### src/common/mfr_status_pkg.sv
// Constants and carrier types for the vendor status byte and pad snapshot.
package mfr_status_pkg;
   localparam int NUM_CH = 4;
   localparam int PAGE_W = 2;

   // Status byte bit positions.
   localparam int ST_DISCHARGE = 7;
   localparam int ST_BUS_ONE   = 6;
   localparam int ST_BUS_ZERO  = 5;
   localparam int ST_SERVO     = 4;
   localparam int ST_DAC_CONN  = 3;
   localparam int ST_DAC_SAT   = 2;
   localparam int ST_AUX_REL   = 1;
   localparam int ST_WATCHDOG  = 0;

   // Pad snapshot bit positions.
   localparam int PAD_PWRGD_DRV = 15;
   localparam int PAD_ALERT_DRV = 14;
   localparam int PAD_FB0_DRV   = 13;
   localparam int PAD_FB1_DRV   = 12;
   localparam int PAD_RSV_MSB   = 11;
   localparam int PAD_RSV_LSB   = 10;
   localparam int PAD_ADDR_SELECT_PIN_ONE_LSB = 8;
   localparam int PAD_ADDR_SELECT_PIN_ZERO_LSB = 6;
   localparam int PAD_CTL1      = 5;
   localparam int PAD_CTL0      = 4;
   localparam int PAD_FB0       = 3;
   localparam int PAD_FB1       = 2;
   localparam int PAD_CTL2      = 1;
   localparam int PAD_CTL3      = 0;

   // Three-state address select codes; 2'h1 is never produced.
   localparam logic [1:0] ASEL_HIGH  = 2'h3;
   localparam logic [1:0] ASEL_FLOAT = 2'h2;
   localparam logic [1:0] ASEL_LOW   = 2'h0;

   // Read select codes.
   localparam logic SEL_STATUS = 1'h0;
   localparam logic SEL_PADS   = 1'h1;

   // Reset values.
   localparam logic [NUM_CH-1:0] FLAGS_RST = 4'h0;
   localparam logic [15:0]       RD_RST    = 16'h0000;
   localparam logic [9:0]        PINS_RST  = 10'h000;

   // Raw pad inputs, all asynchronous to the system clock.
   typedef struct packed {
      logic       fb_zero;
      logic       fb_one;
      logic [3:0] on_off;
      logic [1:0] asel_hi;
      logic [1:0] asel_lo;
   } pin_in_type;

   // Per-channel events and live levels from the channel logic.
   typedef struct packed {
      logic [NUM_CH-1:0] discharge;
      logic [NUM_CH-1:0] bus_one;
      logic [NUM_CH-1:0] bus_zero;
      logic [NUM_CH-1:0] servo_done;
      logic [NUM_CH-1:0] dac_limit;
      logic [NUM_CH-1:0] turn_on;
      logic [NUM_CH-1:0] servo_reached;
      logic [NUM_CH-1:0] dac_connected;
   } chan_evt_type;

   typedef struct packed {
      logic [NUM_CH-1:0] dis;
      logic [NUM_CH-1:0] fb1;
      logic [NUM_CH-1:0] fb0;
      logic [NUM_CH-1:0] sat;
      logic              wd;
      pin_in_type        s1;
      pin_in_type        s2;
      logic [15:0]       rd_data;
      logic              rd_valid;
      logic              alert_oe;
   } state_type;
endpackage

### src/hdl/mfr_status_pad_readback.sv
// Vendor status byte and raw pad snapshot with their sticky flags and alert drive.
module mfr_status_pad_readback
   import mfr_status_pkg::*;
(
   // Clock and reset
   input  wire logic              clk_sys,
   input  wire logic              rstn,
   // Command read port
   input  wire logic              rd_req,
   input  wire logic              rd_sel,
   input  wire logic [PAGE_W-1:0] rd_page,
   output logic [15:0]            rd_data,
   output logic                   rd_valid,
   // Channel events and levels
   input  wire chan_evt_type      evt,
   input  wire logic              clear_faults,
   input  wire logic              watchdog_evt,
   input  wire logic              aux_released,
   // Pull-low requests of other pin drivers
   input  wire logic              pwrgd_pull_low,
   input  wire logic [1:0]        fault_bus_pull,
   // Raw pads
   input  wire pin_in_type        pins,
   // Alert open-drain pin
   output logic                   alert_pin_o,
   output logic                   alert_pin_oe
);

   state_type         state_r;
   state_type         state_nxt;
   logic              rst_s1_n;
   logic              rst_sync_n;
   logic [NUM_CH-1:0] clr;
   logic [15:0]       pads;
   logic [7:0]        status;

   // Floating wins when the detector reports both or neither.
   function automatic logic [1:0] asel_code(input logic hi, input logic lo);
      if (hi && !lo)
      begin
         return ASEL_HIGH;
      end
      else if (lo && !hi)
      begin
         return ASEL_LOW;
      end
      else
      begin
         return ASEL_FLOAT;
      end
   endfunction

   always_ff @(posedge clk_sys or negedge rstn)
   begin
      if (!rstn)
      begin
         rst_s1_n   <= 1'b0;
         rst_sync_n <= 1'b0;
      end
      else
      begin
         rst_s1_n   <= 1'b1;
         rst_sync_n <= rst_s1_n;
      end
   end

   // Turning a channel on also re-arms its sticky flags.
   assign clr = {NUM_CH{clear_faults}} | evt.turn_on;

   always_comb
   begin
      status                = 8'h00;
      status[ST_DISCHARGE]  = state_r.dis[rd_page];
      status[ST_BUS_ONE]    = state_r.fb1[rd_page];
      status[ST_BUS_ZERO]   = state_r.fb0[rd_page];
      status[ST_SERVO]      = evt.servo_reached[rd_page];
      status[ST_DAC_CONN]   = evt.dac_connected[rd_page];
      status[ST_DAC_SAT]    = state_r.sat[rd_page];
      status[ST_AUX_REL]    = aux_released;
      status[ST_WATCHDOG]   = state_r.wd;
   end

   // Pads are read after the synchroniser only; no deglitch filter is applied.
   always_comb
   begin
      pads                                    = 16'h0000;
      pads[PAD_PWRGD_DRV]                     = !pwrgd_pull_low;
      pads[PAD_ALERT_DRV]                     = !state_r.alert_oe;
      pads[PAD_FB0_DRV]                       = !fault_bus_pull[0];
      pads[PAD_FB1_DRV]                       = !fault_bus_pull[1];
      pads[PAD_ADDR_SELECT_PIN_ONE_LSB+1:PAD_ADDR_SELECT_PIN_ONE_LSB]     = asel_code(state_r.s2.asel_hi[1], state_r.s2.asel_lo[1]);
      pads[PAD_ADDR_SELECT_PIN_ZERO_LSB+1:PAD_ADDR_SELECT_PIN_ZERO_LSB]     = asel_code(state_r.s2.asel_hi[0], state_r.s2.asel_lo[0]);
      pads[PAD_CTL1]                          = state_r.s2.on_off[1];
      pads[PAD_CTL0]                          = state_r.s2.on_off[0];
      pads[PAD_CTL2]                          = state_r.s2.on_off[2];
      pads[PAD_CTL3]                          = state_r.s2.on_off[3];
      pads[PAD_FB0]                           = state_r.s2.fb_zero;
      pads[PAD_FB1]                           = state_r.s2.fb_one;
   end

   always_comb
   begin
      state_nxt    = state_r;
      state_nxt.s1 = pins;
      state_nxt.s2 = state_r.s1;
      // A new event in the clearing cycle survives the clear.
      state_nxt.dis = (state_r.dis & ~clr) | evt.discharge;
      state_nxt.fb1 = (state_r.fb1 & ~clr) | evt.bus_one;
      state_nxt.fb0 = (state_r.fb0 & ~clr) | evt.bus_zero;
      state_nxt.sat = (state_r.sat & ~clr) | (evt.servo_done & evt.dac_limit);
      state_nxt.wd  = (state_r.wd & !clear_faults) | watchdog_evt;
      // Drive follows the next discharge, bus and watchdog flags (not the saturation flag) so the pin falls with the flag.
      state_nxt.alert_oe = (|state_nxt.dis) | (|state_nxt.fb1) | (|state_nxt.fb0) | state_nxt.wd;
      state_nxt.rd_valid = rd_req;
      if (rd_req)
      begin
         if (rd_sel == SEL_PADS)
         begin
            state_nxt.rd_data = pads;
         end
         else
         begin
            state_nxt.rd_data = {8'h00, status};
         end
      end
   end

   always_ff @(posedge clk_sys or negedge rst_sync_n)
   begin
      if (!rst_sync_n)
      begin
         state_r.dis      <= FLAGS_RST;
         state_r.fb1      <= FLAGS_RST;
         state_r.fb0      <= FLAGS_RST;
         state_r.sat      <= FLAGS_RST;
         state_r.wd       <= 1'b0;
         state_r.s1       <= PINS_RST;
         state_r.s2       <= PINS_RST;
         state_r.rd_data  <= RD_RST;
         state_r.rd_valid <= 1'b0;
         state_r.alert_oe <= 1'b0;
      end
      else
      begin
         state_r <= state_nxt;
      end
   end

   assign rd_data      = state_r.rd_data;
   assign rd_valid     = state_r.rd_valid;
   assign alert_pin_o  = 1'b0;
   assign alert_pin_oe = state_r.alert_oe;
endmodule

### config.mk
export PLATFORM = sky130hd
export DESIGN_NAME = mfr_status_pad_readback
export DESIGN_NICKNAME = d
export VERILOG_FILES = /design/src/common/mfr_status_pkg.sv /design/src/hdl/mfr_status_pad_readback.sv
export SDC_FILE = /design/constraint.sdc
export NUM_CORES = 1
export LEC_CHECK = 0
export ABC_AREA = 0
export ABC_CLOCK_PERIOD_IN_PS = 1500
export BUFFER_PORTS_ARGS = -buffer_cell sky130_fd_sc_hd__buf_4
export CAP_MARGIN = 25
export CORE_MARGIN = 2
export CORE_UTILIZATION = 44
export CTS_CLUSTER_SIZE = 30
export DETAILED_ROUTE_END_ITERATION = 16
export GPL_TIMING_DRIVEN = 0
export HOLD_SLACK_MARGIN = 0.03
export PLACE_DENSITY = 0.81
export SETUP_SLACK_MARGIN = 0.02
export SLEW_MARGIN = 5
export SYNTH_ARGS = -nofsm -noshare
export SYNTH_HDL_FRONTEND = slang
export SYNTH_SLANG_ARGS = --single-unit
### constraint.sdc
create_clock -name clk_sys -period 1.5 [get_ports clk_sys]
set_input_delay 0.225 -clock clk_sys [delete_from_list [all_inputs] [get_ports clk_sys]]
set_output_delay 0.225 -clock clk_sys [all_outputs]
set_load 0.005 [all_outputs]
* Word-level counts from Yosys, hierarchy flattened *
Index checks and enable logic that the tools add are counted.

storage, ports and cells
  bits in registers = 57
  bits of input ports = 54
  output and inout bits = 19
  word-level logic and storage cells = 70

cells by class
  $lt $le $gt $ge = 1
  multiplexer cells = 17
  bitwise operators = 16
  reductions and logical operators = 16

operators with widths
  kind                                                        count
  AND 4 bit                                                   5
  bitwise OR 4 bit                                            5
  2-to-1 mux 16 bit                                           1
  binary-select mux 1 bit (select 2 bit)                      6
  OR reduction 4 bit                                          3
  zero test 1 bit                                             9
  2-to-1 mux 2 bit                                            4
  2-to-1 mux 1 bit                                            6
  logical AND 1 bit                                           4
  inverter 4 bit                                              1
  bitwise OR 1 bit                                            4
  less-than comparator 2 x 3 -> 1 bit, second input constant  1
  AND 1 bit                                                   1

* Longest topological paths before layout *
  depth in word-level cells = 8
  gate-level depth with buffers = 5
  mapped depth without buffers = 4

* Worst setup path after synthesis *
No wires, ideal clock.

  path type = input -> register
  start = in rd_page[0]
  end = reg, netlist name rd_data[7]
  arrival time = 1.083 ns
  data required time = 1.368 ns
  slack = 0.285 ns
  stages = 4
  cells stage by stage = buf_6 -> mux4_1 -> o211ai_1 -> o21ai_1

on the way
  cells in the longest elaborated chain, start to end = 3

ends and longest elaborated chain
  what                                    line                            RTL
  from (decl)                             mfr_status_pad_readback.sv:11   input wire logic [PAGE_W-1:0] rd_page,
  binary-select mux 1 bit (select 2 bit)  mfr_status_pad_readback.sv:73   status[ST_DISCHARGE] = state_r.dis[rd_page];
  2-to-1 mux 1 bit (not written as such)  mfr_status_pad_readback.sv:73
  2-to-1 mux 16 bit                       mfr_status_pad_readback.sv:117  if (rd_sel == SEL_PADS)

Every way passes these cells. The select of a mux whose other input is x is not followed.
A chain may end at the register's enable or synchronous reset.

* Final worst setup path *
  start = reg state_r[52] (netlist name)
  end = reg, netlist name rd_data[7]

on the way
  cells in the longest elaborated chain, start to end = 3

ends and longest elaborated chain
  what                                    line                            RTL
  from (decl)                             mfr_status_pad_readback.sv:29   state_type state_r;
  from (signal assigned)                  mfr_status_pad_readback.sv:145  state_r <= state_nxt;
  binary-select mux 1 bit (select 2 bit)  mfr_status_pad_readback.sv:73
  2-to-1 mux 1 bit (not written as such)  mfr_status_pad_readback.sv:73
  2-to-1 mux 16 bit                       mfr_status_pad_readback.sv:117

Every way passes these cells. The select of a mux whose other input is x is not followed.

==> flow_summary.ini <==
[outcome]
status = finished clean

[layout]
area.growth.synth_to_final_pct = 38.4
n_fill_cell = 396
final_cell_mix = buf_4 (84), dfrtp_1 (54), a21o_1 (13), dlygate4sd3_1 (12), nor2_1 (11)
final_nets = 300
drive_above_1_share_pct = 39.4
mostFrequentLayoutCell = buf_4
antenna_cells = 0

[timing]
relSlewSlack_pct = 65.6
fmax_ghz = 0.761
hold_viol_final = 0
holdWs_ns = 0.120
min_period_over_period_pct = 87.6
rsz0062_at_grt = no
period_minus_slack_ns = 1.31
finalSetupTns_ns = 0
tightest_slew_ns = 0.516
skew_ns = 0.00450
setup_viol = 0
drv_slew = 0

[critical_path]
arrival_ns = 1.50
cp_cell_sequence = mux4_1, o211ai_1, o21ai_1
cp-end-kind = flip-flop
r2r_setup_slack_ns = 0.19
cp_max_fo = 2
r2r_start = state_r[52]$_DFF_PN0_
worstSetupStartpoint = state_r[52]$_DFF_PN0_
crit_cells = 3
cp.buffers_inverters = 0
worstSetupEndpoint = rd_data[7]$_DFFE_PN0P_
critical_path_class = flip-flop to flip-flop
cp-start-kind = flip-flop
ff2ff_path_depth = 3
worst_path_dominant_cell_family = multiplexers
cp_slowest_stage_delay_ns = 0.53
rr_endpoint = rd_data[7]$_DFFE_PN0P_
critPathSlowestCell = mux4_1
worstPathRequired_ns = 1.68

[detailed_routing]
totalWireLength_um = 4290
avgViaCountPerCell = 4.70
postRouteAntennaNets = 0
drc = 0
via_count = 1470
firstDrtPassIters = 5
avgRoutedWirePerCell_um = 13.7
first_iter_violations = 33

[synthesis]
ys_types = 25
seq_area_frac_synth_pct = 64.2
syn_area_um2 = 2140
synth_area_per_cell_um2 = 13.7
async_flop_share_pct = 100
synth-edff-count = 0
synth_ff_type = dfrtp_1
syn_inst = 157
synth-seq-cells = 55
ys_warn_count = 0

[clocking]
cts_tree = built
ctsRootBufferMaster = clkbuf_8
h-tree-depth = 2
cts_sinks = 55
clock_latency_ns = 0.30
cts_buffer_depth = 2
path_clk_slew_ns = 0.09
cts_resized = 0
cts_made_buffers = 5

[global_route]
grt_first_pass_wirelength_um = 6980
grt_max_degree = 32
grt_use_total_pct = 17.5
use_met1_pct = 20.2
grt_util_met3_pct = 5.21
antenna_found_initial = 0
met2_usage_pct = 30.8
grt_busiest_layer = met2
grt_pass1_vias = 1496
grt.overflow.total = 0

[floorplanning]
die_w_um = 73.8
fp.dieH_um = 73.8
rows = 25
io_pins = 73
core-area_um2 = 4720
die_area_um2 = 5450
initial_core_util_pct = 45.4

[flow_run]
maxCapViolations = 0

[power_and_ir_drop]
ir_worst_vdd_mv = 0.509
power_density_nw_per_um2 = 969
p_leak_nw = 1.48

[placement]
dpl.hpwl_um = 3260
io_buffers = 67
finalWeightedCongestion = 0.792

[hold_path]
min_path_type = input pin to flip-flop
worstHoldStart = evt[26]
cell usage after synthesis, drive strengths merged (2+ instances only):
library cell / number / area [um2]
inv: 8 / 30.0
a21o: 13 / 97.6
mux4: 6 / 154
nor2b: 2 / 12.5
conb: 2 / 7.51
buf: 20 / 155
o211ai: 2 / 15.0
nand3b: 5 / 37.5
mux2i: 6 / 60.1
a22o: 4 / 35.0
nor4: 2 / 12.5
dfrtp: 55 / 1380
a21oi: 6 / 30.0
clkbuf: 3 / 11.3
nor2: 11 / 41.3
o21ai: 7 / 35.0
power breakdown:
part           switching (mW)  internal (mW)  total [mW]
clock network           0.441          0.363       0.804
registers              0.0562           1.58        1.64
logic                   0.151          0.286       0.437
total                   0.648           2.23        2.88
registers in the layout, indices dropped and copies added, names as in the netlist:
name          flops
rst_s1_n          1
state_r          21
state_nxt        10
rd_data          14
pads              6
rst_sync_n        1
rd_valid          1
alert_pin_oe      1
through the flow:
step | cells | instance area [um2] | setup slack, ns | utilization, % | power (mW)
3_5_place_dp | 294 | 2760 | 0.151 | 58.4 | 2.08
6_report | 313 | 2970 | 0.187 | 62.8 | 2.88
5_1_grt | 313 | 2970 | 0.148 | 62.8 | 3.02
2_1_floorplan | 159 | 2150 | 0.285 | - | 1.86
3_3_place_gp | 293 | 2740 | 0.184 | 58.0 | 2.06
4_1_cts | 313 | 2970 | 0.167 | 62.8 | 2.91
logic make-up after synthesis:
logic type / Yosys count / synth area share [%]
buffers and inverters: 31 / 9.16
flip-flops: 55 / 64.2
AO/OA/AOI/OAI: 34 / 10.8
multiplexers: 12 / 9.98
AND/OR/NAND/NOR: 23 / 5.54
other: 2 / 0.350
per-layer routing:
metal | routed length, um | share of wire (%)
met5 | 0 | 0
met4 | 42 | 0.98
met3 | 247 | 5.8
met2 | 2270 | 53
met1 | 1730 | 40
what timing repair did:
item / in CTS / in global routing
endpoints found under the hold margin: 13 / 0
setup buffers: 0 / 0
hold buffers: 12 / 0
area by class of cell:
cell class                      count  area, um2  area share [%]
Tap cell                           67       83.8            2.82
Sequential cell                    55       1380            46.4
Buffer                             23        166            5.61
Inverter                            8       30.0            1.01
Clock buffer                        6       82.6            2.78
Multi-Input combinational cell     73        579            19.5
Clock inverter                      1       5.00           0.169
Timing Repair Buffer               80        643            21.7
worst min path at each step:
stage | slack (ns) | cells past startpoint | to
after floorplan | -0.07 | 0 | rst_s1_n$_DFF_PN0_
after global placement | 0.008 | 1 | rst_s1_n$_DFF_PN0_
after detailed placement | 0.009 | 1 | rst_s1_n$_DFF_PN0_
after CTS | 0.11 | 2 | state_r[53]$_DFF_PN0_
after global routing | 0.1 | 2 | state_r[53]$_DFF_PN0_
final | 0.12 | 2 | state_r[49]$_DFF_PN0_
No activity file was read; power rests on OpenSTA's default activity.
